## config.mk

```make
export PLATFORM = sky130hd
export DESIGN_NAME = clamp_gain_offset_control
export DESIGN_NICKNAME = d
export VERILOG_FILES = /design/src/include/clamp_pkg.sv /design/src/include/clamp_timing_if.sv /design/src/core/clamp_timer.sv /design/src/core/clamp_gain_offset_control.sv
export VERILOG_INCLUDE_DIRS = /design/src /design/src/include
export SDC_FILE = /design/constraint.sdc
export NUM_CORES = 1
export LEC_CHECK = 0
export BUFFER_PORTS_ARGS = -buffer_cell sky130_fd_sc_hd__buf_2
export CORE_MARGIN = 3
export CORE_UTILIZATION = 55
export DETAILED_ROUTE_END_ITERATION = 6
export GPL_ROUTABILITY_DRIVEN = 0
export PLACE_DENSITY = 0.78
export RECOVER_POWER = 25
export SLEW_MARGIN = 20
export SYNTH_ARGS = -nofsm -noshare
export SYNTH_HDL_FRONTEND = slang
export SYNTH_SLANG_ARGS = --single-unit
```

## constraint.sdc

```tcl
create_clock -name mclk -period 5.4 [get_ports mclk]
set_input_delay 1.08 -clock mclk [delete_from_list [all_inputs] [get_ports mclk]]
set_output_delay 1.08 -clock mclk [all_outputs]
set_load 0.05 [all_outputs]
```

## src/include/clamp_consts.svh

```systemverilog
/*
  register offsets, field positions, reset values and clamp target codes
  for the clamp, gain and offset control block.
  assumes it is included by bare name after the include path is set.
*/
`ifndef CLAMP_CONSTS_SVH
`define CLAMP_CONSTS_SVH

`define OFS_START_DELAY   8'h05
`define OFS_LENGTH        8'h06
`define OFS_RED_FS        8'h08
`define OFS_GREEN_FS      8'h09
`define OFS_BLUE_FS       8'h0a
`define OFS_RED_SHIFT     8'h0b
`define OFS_GREEN_SHIFT   8'h0c
`define OFS_BLUE_SHIFT    8'h0d
`define OFS_CTL_A         8'h0f
`define OFS_CTL_B         8'h10
`define OFS_STATUS        8'h12

`define BIT_EXT_CLAMP     7
`define BIT_PIN_POL       6
`define BIT_BW_HI         1
`define BIT_BW_LO         0
`define BIT_RED_MID       1
`define BIT_BLUE_MID      2

`define RST_START_DELAY   8'h08
`define RST_LENGTH        8'h14
`define RST_FULL_SCALE    8'h80
`define RST_SHIFT         7'h40
`define RST_CTL_A         8'h40
`define RST_CTL_B         8'h00

`define CODE_GROUND       8'h00
`define CODE_MIDSCALE     8'h80
`define SHIFT_CENTRE      8'h40
`define SHIFT_SPAN        8'h3f
`define SCALE_BASE        10'h0ff
`define TRIM_MAX          8'h7f
`define TRIM_MIN          8'h81

`endif

```

## src/include/clamp_pkg.sv

```systemverilog
/*
  types shared by the clamp control top and its timing generator.
  assumes nothing beyond a synthesizable sv toolchain.
*/
package clamp_pkg;

  typedef enum logic [1:0] {
    ST_IDLE  = 2'b00,
    ST_WAIT  = 2'b01,
    ST_CLAMP = 2'b10
  } timer_state_e;

  typedef struct packed {
    timer_state_e state;
    logic [7:0]   cnt;
    logic         sync_q;
    logic         clamp;
  } timer_s;

  typedef struct packed {
    logic [7:0]            start_delay;
    logic [7:0]            length;
    logic [2:0][7:0]       full_scale;
    logic [2:0][6:0]       level_shift;
    logic [7:0]            ctl_a;
    logic [7:0]            ctl_b;
    logic [7:0]            rdata;
    logic [2:0][7:0]       trim;
    logic [2:0][17:0]      drive;
  } ctrl_s;

endpackage

```

## src/include/clamp_timing_if.sv

```systemverilog
/*
  carries clamp timing settings down to the timing generator and the
  clamp strobe back up.
  assumes both ends sit on the same pixel clock.
*/
`timescale 1ns/1ns
`default_nettype none

interface clamp_timing_if;
  logic [7:0] start_delay;
  logic [7:0] length;
  logic       line_sync;
  logic       use_pin;
  logic       pin_level;
  logic       pin_active_high;
  logic       clamp;

  modport ctrl  (output start_delay, length, line_sync, use_pin,
                 pin_level, pin_active_high, input clamp);
  modport timer (input start_delay, length, line_sync, use_pin,
                 pin_level, pin_active_high, output clamp);
endinterface

`default_nettype wire

```

## src/core/clamp_timer.sv

```systemverilog
/*
  clamp timing generator: internal placement/duration counter or the
  external clamp pin with selectable polarity.
  assumes mclk is the pixel clock and all inputs are synchronous to it.
*/
`timescale 1ns/1ns
`default_nettype none

module clamp_timer (
  input wire logic        mclk,
  input wire logic        nrst,
  clamp_timing_if.timer   tif
);

  clamp_pkg::timer_s r;
  clamp_pkg::timer_s next_r;
  logic              trailing;

  // line sync is taken as active high, so its trailing edge is a fall
  assign trailing = r.sync_q & ~tif.line_sync;

  always_comb begin
    next_r        = r;
    next_r.sync_q = tif.line_sync;
    case (r.state)
      clamp_pkg::ST_WAIT: begin
        next_r.cnt = r.cnt + 8'h01;
        if (r.cnt + 8'h01 == tif.start_delay) begin // RULE1
          next_r.state = clamp_pkg::ST_CLAMP;
          next_r.cnt   = 8'h00;
        end
      end
      clamp_pkg::ST_CLAMP: begin
        next_r.cnt = r.cnt + 8'h01;
        if (r.cnt + 8'h01 == tif.length) begin // RULE2
          next_r.state = clamp_pkg::ST_IDLE;
          next_r.cnt   = 8'h00;
        end
      end
      clamp_pkg::ST_IDLE: begin
        next_r.cnt = 8'h00;
      end
      default: begin
        next_r.state = clamp_pkg::ST_IDLE;
        next_r.cnt   = 8'h00;
      end
    endcase
    // a new line always wins over an interval still in progress
    if (trailing) begin // RULE16
      next_r.cnt = 8'h00;
      if (tif.start_delay == 8'h00) begin // RULE1
        next_r.state = (tif.length == 8'h00) ? clamp_pkg::ST_IDLE
                                             : clamp_pkg::ST_CLAMP;
      end else begin
        next_r.state = clamp_pkg::ST_WAIT;
      end
    end
    // a zero length means no internal clamp at all
    if (next_r.state == clamp_pkg::ST_CLAMP && tif.length == 8'h00) begin
      next_r.state = clamp_pkg::ST_IDLE;
    end
    if (tif.use_pin) begin // RULE3
      next_r.clamp = (tif.pin_level == tif.pin_active_high); // RULE4
    end else begin
      next_r.clamp = (next_r.state == clamp_pkg::ST_CLAMP); // RULE2
    end
  end

  always_ff @(posedge mclk) begin
    if (!nrst) begin
      r <= '{state: clamp_pkg::ST_IDLE, cnt: 8'h00,
             sync_q: 1'b0, clamp: 1'b0};
    end else begin
      r <= next_r;
    end
  end

  assign tif.clamp = r.clamp;

endmodule // clamp_timer

`default_nettype wire

```

## src/core/clamp_gain_offset_control.sv

```systemverilog
/*
  clamp, gain and offset control for a three channel video digitizer:
  decoded register port, clamp timing, digital clamp trim loop, gain and
  scaled offset drive for the analog front end, bandwidth select.
  assumes mclk is the pixel clock made by the line-sync locked loop,
  that the serial port outside decodes accesses into the register port,
  and that adc codes arrive synchronous to mclk.
*/
// What this block does
// RULE1: after each sync trailing edge, wait placement pixels, then clamp.
// RULE2: internal clamp lasts duration pixels; timing registers are 8-bit.
// RULE3: source bit set selects external clamp pin, pulsed in back porch.
// RULE4: external clamp pin active level set by control bit 6 at 0x0f.
// RULE5: ground clamped channel trims offset so black converts to code 0x00.
// RULE6: midscale clamped channel trims so its reference converts to 0x80.
// RULE7: red and blue midscale select bits at 0x10 bits 1 and 2.
// RULE8: three 8-bit full-scale registers 0x08..0x0a; larger widens range.
// RULE9: three 7-bit offset registers 0x0b..0x0d, each shifting one channel.
// RULE10: offset spans plus or minus 63 steps about the centre value.
// RULE11: offset step scales with full-scale range, doubling from min to max.
// RULE12: four selectable analog bandwidth settings, narrowest to widest.
// RULE13: software should start at placement 8 and duration 20 pixels.
// RULE14: without line sync use external clock, external clamp, single port. Only the clamp pin select exists here.
// RULE15: placement and duration count pixel clocks from the sync-locked loop.
// RULE16: each line sync trailing edge restarts placement, one clamp per line.
`timescale 1ns/1ns
`default_nettype none
`include "clamp_consts.svh"

module clamp_gain_offset_control (
  input  wire logic                mclk,
  input  wire logic                nrst,
  input  wire logic                line_sync,
  input  wire logic                clamp_pin,
  input  wire logic [7:0]          reg_addr,
  input  wire logic                reg_wr,
  input  wire logic [7:0]          reg_wdata,
  output logic      [7:0]          reg_rdata,
  input  wire logic [7:0]          red_code,
  input  wire logic [7:0]          green_code,
  input  wire logic [7:0]          blue_code,
  output logic                     clamp,
  output logic      [7:0]          red_gain,
  output logic      [7:0]          green_gain,
  output logic      [7:0]          blue_gain,
  output logic      [17:0]         red_offset_drive,
  output logic      [17:0]         green_offset_drive,
  output logic      [17:0]         blue_offset_drive,
  output logic      [7:0]          red_trim,
  output logic      [7:0]          green_trim,
  output logic      [7:0]          blue_trim,
  output logic      [1:0]          bandwidth_sel
);

  clamp_pkg::ctrl_s  r;
  clamp_pkg::ctrl_s  next_r;
  clamp_timing_if    tif ();

  logic [2:0][7:0]   code;
  logic [2:0][7:0]   target;
  logic [2:0][17:0]  drive;
  logic [2:0]        mid_sel;

  assign code = {blue_code, green_code, red_code};

  // green has no midscale option; it always clamps to ground
  assign mid_sel = {r.ctl_b[`BIT_BLUE_MID], 1'b0,
                    r.ctl_b[`BIT_RED_MID]}; // RULE7

  // clamp timing runs on mclk, which is the loop's pixel clock
  assign tif.start_delay     = r.start_delay; // RULE15
  assign tif.length          = r.length; // RULE15
  assign tif.line_sync       = line_sync;
  assign tif.use_pin         = r.ctl_a[`BIT_EXT_CLAMP]; // RULE3
  assign tif.pin_level       = clamp_pin;
  assign tif.pin_active_high = r.ctl_a[`BIT_PIN_POL]; // RULE4

  clamp_timer u_timer (
    .mclk (mclk),
    .nrst (nrst),
    .tif  (tif)
  );

  genvar ch;
  generate
    for (ch = 0; ch < 3; ch++) begin : g_chan
      logic signed [7:0] steps;
      logic signed [9:0] scale;
      logic signed [17:0] product;

      assign target[ch] = mid_sel[ch] ? `CODE_MIDSCALE
                                      : `CODE_GROUND; // RULE5 RULE6

      // register value 0x40 is centre; code 0x00 would reach -64, so it
      // saturates to -63 to keep the span symmetric
      always_comb begin
        steps = $signed({1'b0, r.level_shift[ch]}) - $signed(`SHIFT_CENTRE);
        if (steps < -$signed(`SHIFT_SPAN)) begin
          steps = -$signed(`SHIFT_SPAN); // RULE10
        end
      end

      // step size follows the full-scale range: 255 at gain 0, 510 at
      // gain 255, so the range and the step double together
      assign scale   = $signed(`SCALE_BASE)
                     + $signed({2'b00, r.full_scale[ch]}); // RULE11
      assign product = steps * scale; // RULE11
      assign drive[ch] = product;
    end
  endgenerate

  always_comb begin
    next_r = r;

    if (reg_wr) begin
      case (reg_addr)
        `OFS_START_DELAY: next_r.start_delay    = reg_wdata; // RULE1
        `OFS_LENGTH:      next_r.length         = reg_wdata; // RULE2
        `OFS_RED_FS:      next_r.full_scale[0]  = reg_wdata; // RULE8
        `OFS_GREEN_FS:    next_r.full_scale[1]  = reg_wdata; // RULE8
        `OFS_BLUE_FS:     next_r.full_scale[2]  = reg_wdata; // RULE8
        `OFS_RED_SHIFT:   next_r.level_shift[0] = reg_wdata[6:0]; // RULE9
        `OFS_GREEN_SHIFT: next_r.level_shift[1] = reg_wdata[6:0]; // RULE9
        `OFS_BLUE_SHIFT:  next_r.level_shift[2] = reg_wdata[6:0]; // RULE9
        `OFS_CTL_A:       next_r.ctl_a          = reg_wdata; // RULE4
        `OFS_CTL_B:       next_r.ctl_b          = reg_wdata; // RULE7
        default: begin
        end
      endcase
    end

    // read data is the addressed register one cycle later
    case (reg_addr)
      `OFS_START_DELAY: next_r.rdata = r.start_delay;
      `OFS_LENGTH:      next_r.rdata = r.length;
      `OFS_RED_FS:      next_r.rdata = r.full_scale[0];
      `OFS_GREEN_FS:    next_r.rdata = r.full_scale[1];
      `OFS_BLUE_FS:     next_r.rdata = r.full_scale[2];
      `OFS_RED_SHIFT:   next_r.rdata = {1'b0, r.level_shift[0]};
      `OFS_GREEN_SHIFT: next_r.rdata = {1'b0, r.level_shift[1]};
      `OFS_BLUE_SHIFT:  next_r.rdata = {1'b0, r.level_shift[2]};
      `OFS_CTL_A:       next_r.rdata = r.ctl_a;
      `OFS_CTL_B:       next_r.rdata = r.ctl_b;
      `OFS_STATUS:      next_r.rdata = {6'h00, line_sync, tif.clamp};
      default:          next_r.rdata = 8'h00;
    endcase

    // one trim step per pixel while clamping: slow, but it cannot ring
    // and a large input offset still settles within a few lines
    for (int i = 0; i < 3; i++) begin
      if (tif.clamp) begin
        if (code[i] > target[i] && r.trim[i] != `TRIM_MIN) begin
          next_r.trim[i] = r.trim[i] - 8'h01; // RULE5 RULE6
        end else if (code[i] < target[i] && r.trim[i] != `TRIM_MAX) begin
          next_r.trim[i] = r.trim[i] + 8'h01; // RULE5 RULE6
        end
      end
      next_r.drive[i] = drive[i]; // RULE9 RULE11
    end
  end

  always_ff @(posedge mclk) begin
    if (!nrst) begin
      r.start_delay <= `RST_START_DELAY;
      r.length      <= `RST_LENGTH;
      r.full_scale  <= {3{`RST_FULL_SCALE}};
      r.level_shift <= {3{`RST_SHIFT}};
      r.ctl_a       <= `RST_CTL_A;
      r.ctl_b       <= `RST_CTL_B;
      r.rdata       <= 8'h00;
      r.trim        <= {3{8'h00}};
      r.drive       <= {3{18'h00000}};
    end else begin
      r <= next_r;
    end
  end

  assign reg_rdata          = r.rdata;
  assign clamp              = tif.clamp;
  assign red_gain           = r.full_scale[0]; // RULE8
  assign green_gain         = r.full_scale[1]; // RULE8
  assign blue_gain          = r.full_scale[2]; // RULE8
  assign red_offset_drive   = r.drive[0];
  assign green_offset_drive = r.drive[1];
  assign blue_offset_drive  = r.drive[2];
  assign red_trim           = r.trim[0];
  assign green_trim         = r.trim[1];
  assign blue_trim          = r.trim[2];
  // 00 narrowest through 11 widest
  assign bandwidth_sel      = r.ctl_a[`BIT_BW_HI:`BIT_BW_LO]; // RULE12

endmodule // clamp_gain_offset_control

`default_nettype wire

```

# After elaboration in Yosys (flattened, before gate mapping)
# Index checks and enable logic that the tools add are counted.
# word_totals
wordCells	121
ff_bits	175
out_inout_bits	113
in_bits	45
# op_classes
reduce_logical	27
addsub	13
n_eq_ne	24
bitwise	3
multipliers	3
muxes	21
n_lt_le_gt_ge	9
# ops
op	n
8-bit 2-to-1 mux	11
8-bit case mux with 11 select lines	1
8-bit by 4-bit equality test with 1-bit output, second input constant	7
8-bit by 10-bit multiplier with 18-bit output	3
8-bit by 1-bit adder with 8-bit output, second input constant	4
10-bit 2-to-1 mux	3
8-bit by 8-bit adder with 9-bit output, first input constant	3
2-bit AND reduction	13
8-bit by 7-bit < comparator with 1-bit output, second input constant	3
8-bit by 7-bit inequality test with 1-bit output, second input constant	3
8-bit inequality test, second input constant	3
7-bit by 7-bit subtractor with 8-bit output, second input constant	3
8-bit by 1-bit subtractor with 8-bit output, second input constant	3
8-bit by 3-bit equality test with 1-bit output, second input constant	2
8-bit by 5-bit equality test with 1-bit output, second input constant	2
8-bit equality test	2
8-bit > comparator	2
8-bit logical NOT	2
8-bit < comparator	2
8-bit case mux with 2 select lines	1
8-bit by 1-bit > comparator with 1-bit output, second input constant	1
8-bit by 1-bit < comparator with 1-bit output, second input constant	1
1-bit logical AND	7
2-bit equality test, second input constant	3
10 further kinds	15

# Logic depth before layout (Yosys ltp)
# Gate-level depths: netlist (run 1).
# logic_depth
depth_word	10
ltp_mapped	27
mapped_depth_nobuf	26

# Hierarchy
# From an unflattened synthesis (run 1), not the netlist that was laid out.
# hier_totals
cells_unflattened	1936
hier_area_um2	16699.8
# modules_own_cells
mod	area_per_inst_um2	instances	seq_area_each_um2	cells_per_inst
clamp_gain_offset_control	15698.8	1	3263.1	1825
clamp_timer	1001.0	1	240.2	111

# Worst setup path after synthesis (run 1)
# OpenSTA, ideal clock, no wires.
# synth_timing
path_type	flip-flop to flip-flop
from	reg r[116] (netlist bit)
to	reg r (netlist bit blue_offset_drive[16])
path_stages_with_launch	24
t_required_ns	5.328
period_less_slack_ns	5.860
path_buffers	1
slack_ns	-0.460
t_arrival_ns	5.788
setup_time_ns	0.072
path_cell_list	dfxtp_1 or4_1 o31ai_1 ha_1 nand2b_1 clkbuf_1 or2_2 fa_1 fa_1 inv_1 fa_1 inv_1 fa_1 inv_1 ha_1 inv_1 o21bai_1 a21o_1 a21o_1 a21oi_1 o2111ai_1 a21o_1 a21oi_1 mux2i_1
# synth_between
elab_chain_len	4
# synth_lines
element	line	text
start: declaration	clamp_gain_offset_control.sv:55	clamp_pkg::ctrl_s r;
start signal: assignment	clamp_gain_offset_control.sv:174	r <= next_r;
7-bit by 7-bit subtractor with 8-bit output *	clamp_gain_offset_control.sv:97	steps = $signed({1'b0, r.level_shift[ch]}) - $signed(`SHIFT_CENTRE);
8-bit by 7-bit < comparator with 1-bit output	clamp_gain_offset_control.sv:98	if (steps < -$signed(`SHIFT_SPAN)) begin
8-bit 2-to-1 mux *	clamp_gain_offset_control.sv:98	
8-bit by 10-bit multiplier with 18-bit output *	clamp_gain_offset_control.sv:107	assign product = steps * scale;
# Every way passes the cells marked *; elsewhere a longest branch is shown, timed or not.
# A chain may end at the register's enable or synchronous reset.

# Worst setup path after layout (run 1)
# layout_timing
from	reg r[116] (netlist bit)
to	reg r (netlist bit blue_offset_drive[15])
# The elaborated chain is that of the path after synthesis.

==> results of run 1 <==
## layer usage
layer  part of all wire, %  track usage, %
met4                   3.1            9.42
met1                    41            32.6
met3                   7.4            4.30
met2                    49            43.8
met5                     0               0
## layout by cell type (no fill, tap or decap), types with 7 or more instances in the layout
master and count:
sky130_fd_sc_hd__xnor2_2 9, sky130_fd_sc_hd__a221oi_1 8, sky130_fd_sc_hd__ha_4 16, sky130_fd_sc_hd__a21oi_1 99, sky130_fd_sc_hd__nand3_1 94, sky130_fd_sc_hd__nor3_1 22, sky130_fd_sc_hd__dfxtp_1 169, sky130_fd_sc_hd__nor4_1 10
sky130_fd_sc_hd__a222oi_1 10, sky130_fd_sc_hd__nor2_1 237, sky130_fd_sc_hd__nor2_2 22, sky130_fd_sc_hd__nor2b_1 20, sky130_fd_sc_hd__ha_1 140, sky130_fd_sc_hd__fa_1 126, sky130_fd_sc_hd__or2_2 22, sky130_fd_sc_hd__mux2i_1 18
sky130_fd_sc_hd__inv_2 16, sky130_fd_sc_hd__buf_4 148, sky130_fd_sc_hd__a31oi_1 9, sky130_fd_sc_hd__or3_1 13, sky130_fd_sc_hd__a22oi_1 7, sky130_fd_sc_hd__o21bai_1 7, sky130_fd_sc_hd__nand2b_1 23, sky130_fd_sc_hd__a21o_1 14
sky130_fd_sc_hd__nand2_1 122, sky130_fd_sc_hd__o21ai_0 20, sky130_fd_sc_hd__clkbuf_1 67, sky130_fd_sc_hd__nand2b_4 12, sky130_fd_sc_hd__buf_2 91, sky130_fd_sc_hd__xnor2_1 63, sky130_fd_sc_hd__inv_1 185, sky130_fd_sc_hd__and2_1 18
sky130_fd_sc_hd__clkbuf_16 17, sky130_fd_sc_hd__or2_4 12, sky130_fd_sc_hd__xor2_1 18
## metrics by stage
step,cell area (sq um),std cells
finish,18100,2380
global route,18100,2380
CTS,17800,2368
detailed placement,16900,2323
global placement,16900,2323
floorplan,15900,1849
## path summary, 6_finish.rpt
path | to | cells past startpoint
hold / removal | r[89] | 2
setup reg to reg | blue_offset_drive[15] | 21
setup / recovery | blue_offset_drive[15] | 21
hold reg to reg | r[89] | 2
## worst reg2reg max path, stage by stage, from the launching register on
cell and delay, ns:
sky130_fd_sc_hd__dfxtp_2 0.33, sky130_fd_sc_hd__or4_4 0.56, sky130_fd_sc_hd__o31ai_4 0.30, sky130_fd_sc_hd__ha_4 0.27, sky130_fd_sc_hd__nand2b_4 0.15, sky130_fd_sc_hd__or2_4 0.24, sky130_fd_sc_hd__fa_1 0.51, sky130_fd_sc_hd__fa_1 0.51
sky130_fd_sc_hd__inv_2 0.04, sky130_fd_sc_hd__fa_1 0.47, sky130_fd_sc_hd__inv_1 0.05, sky130_fd_sc_hd__fa_1 0.48, sky130_fd_sc_hd__inv_2 0.04, sky130_fd_sc_hd__ha_4 0.26, sky130_fd_sc_hd__inv_4 0.04, sky130_fd_sc_hd__o21bai_4 0.17
sky130_fd_sc_hd__a2111oi_4 0.11, sky130_fd_sc_hd__o31ai_2 0.26, sky130_fd_sc_hd__a211oi_2 0.13, sky130_fd_sc_hd__buf_4 0.15, sky130_fd_sc_hd__or3_1 0.31, sky130_fd_sc_hd__a21oi_1 0.15
## cells by family (layout without fill, tap and decap cells)
logic type	Yosys count	after routing
simple gates	662	662
mux	18	18
other cells	0	4
xor+xnor	92	92
compound gates	222	222
buf+inv	390	545
flops	175	175
fa+ha+maj	290	290
## cell type report
class	count	area, sq um	share of cell area, %
antenna	4	10.0	0.0554
clock buffer	18	429	2.37
clock inverter	14	139	0.768
inverter	204	771	4.26
multi-input combinational	1284	10900	60.3
sequential	175	3510	19.4
tap	372	465	2.57
timing repair buffer	309	1860	10.3
## repair_timing
item | 4_1_cts | 5_1_grt
resized for setup | 49 | 69
hold buffers | 0 | 0
setup buffers | 14 | 9
endpoints found under the setup margin | 17 | 18
endpoints found under the hold margin | 0 | 0
pin swaps | 57 | 58
## synth_stat cells (all sizes together), types with 8 or more instances
| cell | number | share of area (%) |
|---|---|---|
| nand2 | 122 | 2.9 |
| fa | 131 | 17 |
| inv | 203 | 4.9 |
| a21o | 14 | 0.67 |
| nor2 | 262 | 6.4 |
| clkbuf | 67 | 1.6 |
| o21bai | 8 | 0.39 |
| ha | 159 | 13 |
| o21ai | 23 | 0.74 |
| nand2b | 36 | 1.4 |
| a31oi | 9 | 0.36 |
| dfxtp | 175 | 22 |
| a21oi | 110 | 3.6 |
| a221oi | 8 | 0.45 |
| buf | 119 | 5.6 |
| nor4 | 14 | 0.68 |
| or2 | 34 | 1.4 |
| mux2i | 18 | 1.2 |
| nor3 | 28 | 1.0 |
| a222oi | 10 | 0.64 |
| xor2 | 20 | 1.2 |
| nand3 | 95 | 3.1 |
| and2 | 18 | 0.72 |
| or3 | 14 | 0.56 |
| xnor2 | 72 | 4.2 |
| nor2b | 22 | 0.88 |
## sequential cells by signal, indices dropped and copies added (netlist names), 8 cells and up
register and cells:
blue_offset_drive 18, tif.start_delay 8, red_trim 8, blue_gain 8
tif.length 8, reg_rdata 8, green_trim 8, red_gain 8
r 33, u_timer.r 11, red_offset_drive 18, green_offset_drive 18
green_gain 8, blue_trim 8
## power breakdown
part	internal, mW	switching (mW)
Sequential	1.29	0.00179
Combinational	0.0364	0.0871
Clock	0.618	0.622
==> qor.tcl, run 1 <==
set qor(vias) 13124
set qor(post_synth_mux_area_share_pct) 1.16
set qor(powerDensity_nw_per_um2) 147
set qor(insertion_delay_ns) 0.44
set qor(synthFlopType) {sky130_fd_sc_hd__dfxtp_1}
set qor(viasPerCell) 5.51
set qor(synthesis.instances) 1849
set qor(cp_max_fo) 6
set qor(power.total_mw) 2.66
set qor(max-clock-path-buffers) 2
set qor(grt_setup_unrepaired) {true}
set qor(drtAntennaViolNets) 0
set qor(timing.critical_path.slowest_stage_cell) {sky130_fd_sc_hd__or4_4}
set qor(setup-violations-final) 5
set qor(areaGrowthSynthToFinish_pct) 16.1
set qor(dieArea_sq_um) 30400
set qor(grt_usage_pct) 25.6
set qor(global_route_wire_length_before_repair_mm) 64.5
set qor(final.hold.worst_slack_ns) 0.460
set qor(max_slew_margin_pct) 24.2
set qor(drt_wl_total_mm) 39.5
set qor(synth.yosys.seq_area_share_pct) 22.5
set qor(worstHoldPathType) {flip-flop to flip-flop}
set qor(cts_clk_pin_slew_worst_paths_ns) 0.07
set qor(synth-compound-area-share_pct) 9.29
set qor(syn_area_sq_um) 15600
set qor(synth-edff-count) 0
set qor(cellLeakagePower_nw) 8.62
set qor(worstPathArrival_ns) 5.96
set qor(rrSetupSlack_ns) -0.21
set qor(num-nets-final) 2326
set qor(critical_path_endpoint_category) {flip-flop}
set qor(yosys_warnings) 0
set qor(peak_supply_drop_uv) 201
set qor(grt_antenna_before_repair) 4
set qor(violated_checks) {DRC, setup timing}
set qor(place_hpwl_mm) 29.4
set qor(first_pass_iteration_count_of_the_detailed_router) 7
set qor(post_route_setup_slack_ns) -0.206
set qor(drt-initial-drc-count) 1422
set qor(report.final.hold_viol_count) 0
set qor(outcome) {complete, but fails checks}
set qor(fraction_of_registers_with_async_set_or_reset_after_synthesis_pct) 0
set qor(post-route-util_pct) 66.0
set qor(worst_clock_skew_ns) 0.0127
set qor(worstReg2RegStart) {r[116]}
set qor(critical_path.max_stage_delay_ns) 0.55
set qor(timing_worst_slew_pin_value_ns) 1.13
set qor(dp_worst_setup_slack_ns) -0.410
set qor(fraction_of_layout_cells_with_a_size_suffix_above_1_pct) 22.4
set qor(cts-buffers-inserted) 17
set qor(detail_route.drc_violations) 4
set qor(tritoncts_clock_tree) {done}
set qor(clock_tree.root_cell) {sky130_fd_sc_hd__clkbuf_16}
set qor(timing.critical_path.max_delay_family) {adder cells}
set qor(avgRoutedWirePerCell_microns) 16.6
set qor(synthesis.area_per_instance_sq_um) 8.42
set qor(grt_max_degree) 86
set qor(worstSetupStartpointType) {flip-flop}
set qor(synth_adder_area_share_pct) 29.6
set qor(fin_setup_tns_ns) -0.609
set qor(clock_h_tree_levels) 4
set qor(chipWidth_microns) 174
set qor(fp.coreArea_sq_um) 27400
set qor(port_buffers) 157
set qor(maxClockFrequency_mhz) 178
set qor(cp_cell_sequence) {or4_4, o31ai_4, ha_4, nand2b_4, or2_4, fa_1, fa_1, inv_2, fa_1, inv_1, fa_1, inv_2, ha_4, inv_4, o21bai_4, a2111oi_4, o31ai_2, a211oi_2, buf_4, or3_1, a21oi_1}
set qor(fin_crit_sh_pct) 104
set qor(number_of_global_route_vias_before_repair) 13233
set qor(syn_nets) 2184
set qor(critPathMostFrequentCell) {sky130_fd_sc_hd__fa_1}
set qor(final_period_minus_worst_setup_slack_ns) 5.61
set qor(drv_slew) 0
set qor(num_rows) 60
set qor(critical_path.n_buffers_inverters) 5
set qor(min-delay-start) {r[89]}
set qor(pin_count) 158
set qor(cts.sink_count) 175
set qor(cp.required_ns) 5.75
set qor(synth.lib_cells_used.distinct) 58
set qor(synthSimpleGateAreaFrac_pct) 19.9
set qor(initial_utilization_pct) 56.8
set qor(synth_top_family_by_area) {adder cells}
set qor(synth_seq_cells) 175
set qor(path_class) {flip-flop to flip-flop}
set qor(max-cap-violations) 0
set qor(die_h_microns) 174
set qor(fillCellCount) 2159
set qor(globalRoute.totalOverflow) 0
set qor(synth-xor-area-share_pct) 5.37
set qor(setup.worst_path.start) {r[116]}
No activity file was read; power rests on OpenSTA's default activity.
==> run 2, diff against run 1 <==
Settings changed: ABC_AREA from default to 1.
==> qor.tcl, run 2 <==
set qor(outcome) {complete, no violations}
set qor(detail_route.drc_violations) 0 ;# -4
set qor(powerDensity_nw_per_um2) 151 ;# +2.9%
set qor(fraction_of_layout_cells_with_a_size_suffix_above_1_pct) 16.5 ;# -5.9 points
set qor(cp_max_fo) 6 ;# unchanged
set qor(sequentialPowerShare_pct) 48.9 ;# +0.2 points
set qor(timing.critical_path.slowest_stage_cell) {sky130_fd_sc_hd__fa_1}
set qor(holdPathStages) 2 ;# unchanged
set qor(switching_share_pct) 25.4 ;# -1.3 points
set qor(synthSimpleGateAreaFrac_pct) 17.9 ;# -2.0 points
set qor(chipWidth_microns) 176 ;# +0.85%
set qor(layout_common_cells) {sky130_fd_sc_hd__inv_1 (360), sky130_fd_sc_hd__nor2_1 (257), sky130_fd_sc_hd__nand2_1 (221), sky130_fd_sc_hd__dfxtp_1 (171), sky130_fd_sc_hd__a21oi_1 (167)}
set qor(post-route-util_pct) 62.4 ;# -3.6 points
set qor(peak_supply_drop_uv) 217 ;# +7.8%
set qor(synth_adder_area_share_pct) 29.1 ;# -0.51 points
set qor(drt-initial-drc-count) 1224 ;# -14%
set qor(synth-compound-area-share_pct) 13.5 ;# +4.2 points
set qor(drv_slew) 0 ;# unchanged
set qor(clock_h_tree_levels) 4 ;# unchanged
set qor(worst-path-stages) 26 ;# +24%
set qor(number_of_global_route_vias_before_repair) 13496 ;# +2.0%
set qor(global_route_wire_length_before_repair_mm) 65.0 ;# +0.77%
set qor(fin_setup_tns_ns) 0 ;# +0.609 ns
set qor(fraction_of_registers_with_async_set_or_reset_after_synthesis_pct) 0 ;# unchanged
set qor(dieArea_sq_um) 30900 ;# +1.7%
set qor(synth_seq_cells) 175 ;# unchanged
set qor(drt_wl_total_mm) 39.9 ;# +1.1%
set qor(synth-edff-count) 0 ;# unchanged
set qor(yosys_warnings) 0 ;# unchanged
set qor(grt_setup_unrepaired) {true}
set qor(cellLeakagePower_nw) 8.93 ;# +3.6%
set qor(placedCellCount) 2513 ;# +8.2%
set qor(timing_worst_slew_pin_value_ns) 0.877 ;# -0.256 ns
set qor(cts-buffers-inserted) 17 ;# unchanged
set qor(avgRoutedWirePerCell_microns) 15.5 ;# -6.4%
set qor(max_slew_margin_pct) 41.1 ;# +17 points
set qor(timing.critical_path.max_delay_family) {adder cells}
set qor(cts_clk_pin_slew_worst_paths_ns) 0.07 ;# about the same
set qor(post_synth_mux_area_share_pct) 0 ;# -1.2 points
set qor(synth.lib_cells_used.distinct) 46 ;# -21%
set qor(cts.sink_count) 175 ;# unchanged
set qor(internal_power_mw) 1.98 ;# +1.6%
set qor(areaGrowthSynthToFinish_pct) 10.6
set qor(grt_max_degree) 85 ;# -1.2%
set qor(insertion_delay_ns) 0.44 ;# about the same
set qor(worst_clock_skew_ns) 0.0164 ;# +0.00364 ns
set qor(die_h_microns) 176 ;# +0.85%
set qor(globalRoute.totalOverflow) 0 ;# unchanged
set qor(drtAntennaViolNets) 0 ;# unchanged
set qor(clock_tree.root_cell) {sky130_fd_sc_hd__clkbuf_16}
set qor(largest_register_ff_count) 33 ;# unchanged
set qor(post-synth-top-count-cell) {sky130_fd_sc_hd__inv_1}
set qor(port_buffers) 157 ;# unchanged
set qor(fin_crit_sh_pct) 96.5 ;# -7.3 points
set qor(first_pass_iteration_count_of_the_detailed_router) 6 ;# -1
set qor(synth_top_family_by_area) {adder cells}
set qor(setup-violations-final) 0 ;# -5
set qor(path_class) {flip-flop to flip-flop}
set qor(fp.coreArea_sq_um) 28100 ;# +2.5%
set qor(num_rows) 61 ;# +1.7%
set qor(layout.cells.non_filler) 2569 ;# +7.9%
set qor(synth_top_cells_by_area) {sky130_fd_sc_hd__dfxtp_1 (22%), sky130_fd_sc_hd__fa_1 (17%), sky130_fd_sc_hd__ha_1 (13%)}
set qor(critical_path_endpoint_category) {flip-flop}
set qor(initial_utilization_pct) 56.4 ;# -0.41 points
set qor(num-nets-final) 2509 ;# +7.9%
set qor(max-cap-violations) 0 ;# unchanged
set qor(critical_path.max_stage_delay_ns) 0.54 ;# about the same
set qor(layout.cells.most_common) {sky130_fd_sc_hd__inv_1}
set qor(netlist.top_cell.by_area) {sky130_fd_sc_hd__dfxtp_1}
set qor(worstSetupStartpointType) {flip-flop}
set qor(report.final.hold_viol_count) 0 ;# unchanged
set qor(place_hpwl_mm) 30.7 ;# +4.3%
set qor(final_period_minus_worst_setup_slack_ns) 5.21 ;# -0.395 ns
set qor(ff2ff_path_depth) 26 ;# +24%
set qor(cp.required_ns) 5.76 ;# about the same
set qor(syn_nets) 2410 ;# +10%
set qor(critical_path.n_buffers_inverters) 7 ;# +2
set qor(vias) 13964 ;# +6.4%
set qor(synth_top_area_share_pct) 22.1 ;# -0.39 points
set qor(grt_usage_pct) 25.8 ;# +0.23 points
set qor(pin_count) 158 ;# unchanged
set qor(synth.yosys.seq_area_share_pct) 22.1 ;# -0.39 points
set qor(max-clock-path-buffers) 2 ;# unchanged
set qor(syn_area_sq_um) 15800 ;# +1.8%
set qor(grt_antenna_before_repair) 4 ;# unchanged
set qor(synthesis.instances) 2075 ;# +12%
set qor(p_clk_share_pct) 45.6 ;# -1.1 points
set qor(synth-xor-area-share_pct) 1.82 ;# -3.5 points
set qor(power.total_mw) 2.65 ;# -0.22%
set qor(maxClockFrequency_mhz) 192 ;# +7.6%
set qor(tritoncts_clock_tree) {done}
set qor(synthesis.area_per_instance_sq_um) 7.64 ;# -9.3%
set qor(worstPathArrival_ns) 5.57 ;# -0.39 ns
set qor(synthFlopType) {sky130_fd_sc_hd__dfxtp_1}
set qor(power.net_switching_uw) 674 ;# -5.2%
set qor(worstHoldPathType) {flip-flop to flip-flop}
set qor(synth.cells.most_frequent) {sky130_fd_sc_hd__inv_1 (373), sky130_fd_sc_hd__nor2_1 (274), sky130_fd_sc_hd__nand2_1 (223)}
set qor(viasPerCell) 5.44 ;# -1.4%
set qor(registers.top_by_ff_count) {r}
set qor(combinationalPowerShare_pct) 5.4 ;# +0.8 points
-- run 2: kinds of logic (layout without fill, tap and decap cells) --
| logic type | after synthesis | count (layout) |
|---|---|---|
| AO/OA/AOI/OAI | 391 | 391 |
| XOR/XNOR | 33 | 33 |
| AND/OR/NAND/NOR | 649 | 649 |
| flip-flops | 175 | 175 |
| other | 0 | 4 |
| buffers and inverters | 537 | 649 |
| adder cells (fa/ha/maj) | 290 | 290 |
-- run 2: power groups by stage --
stage | logic (mW) | clock network (mW) | registers [mW]
finish | 0.144 | 1.21 | 1.30
global route | 0.159 | 1.27 | 1.30
CTS | 0.139 | 1.22 | 1.30
detailed placement | 0.138 | 0 | 1.33
global placement | 0.136 | 0 | 1.33
floorplan | 0.0876 | 0 | 1.33
-- run 2: through the flow --
stage               setup slack, ns  hold WS (ns)  instance area (sq um)
floorplan                    0.0827         0.453                  15800
global placement             0.0736         0.474                  16500
detailed placement          -0.0726         0.482                  16500
CTS                        0.000479         0.492                  17100
global route                -0.0827         0.520                  17500
finish                        0.189         0.493                  17500
-- run 2: final timing paths --
kind                                     from                endpoint  slack [ns]
worst max-delay path                   r[109]  green_offset_drive[14]        0.19
worst min-delay path            green_trim[5]           green_trim[5]        0.49
worst max register to register         r[109]  green_offset_drive[14]        0.19
worst min register to register  green_trim[5]           green_trim[5]        0.49
-- run 2: what timing repair did --
item | in CTS | in global routing
resized for setup | 4 | 93
gates cloned | 0 | 0
setup buffers | 0 | 20
setup endpoints to repair | 4 | 19
hold buffers | 0 | 0
pin swaps | 1 | 42
-- run 2: area by class of cell --
| cell class | count | area, sq um |
|---|---|---|
| Antenna cell | 4 | 10.0 |
| Multi-Input combinational cell | 1363 | 10200 |
| Timing Repair Buffer | 234 | 1350 |
| Sequential cell | 175 | 3510 |
| Clock inverter | 11 | 110 |
| Tap cell | 378 | 473 |
| Inverter | 383 | 1440 |
| Clock buffer | 21 | 440 |
| Fill cell | 2422 | 10600 |
-- run 2: routing by layer --
metal | routed length, microns | global-route usage, % | vias up
met1 | 16700 | 33.9 | 6535
met4 | 1460 | 11.4 | 0
li1 | - | - | 6750
met2 | 18700 | 42.0 | 588
met5 | 0 | 0 | -
met3 | 3050 | 4.32 | 91
-- run 2: tightest hold or removal path: cells and delay by family (launching register included) --
kind | cells | cell delay (ns)
DFF | 1 | 0.32
AOI/OAI and AO/OA | 2 | 0.13
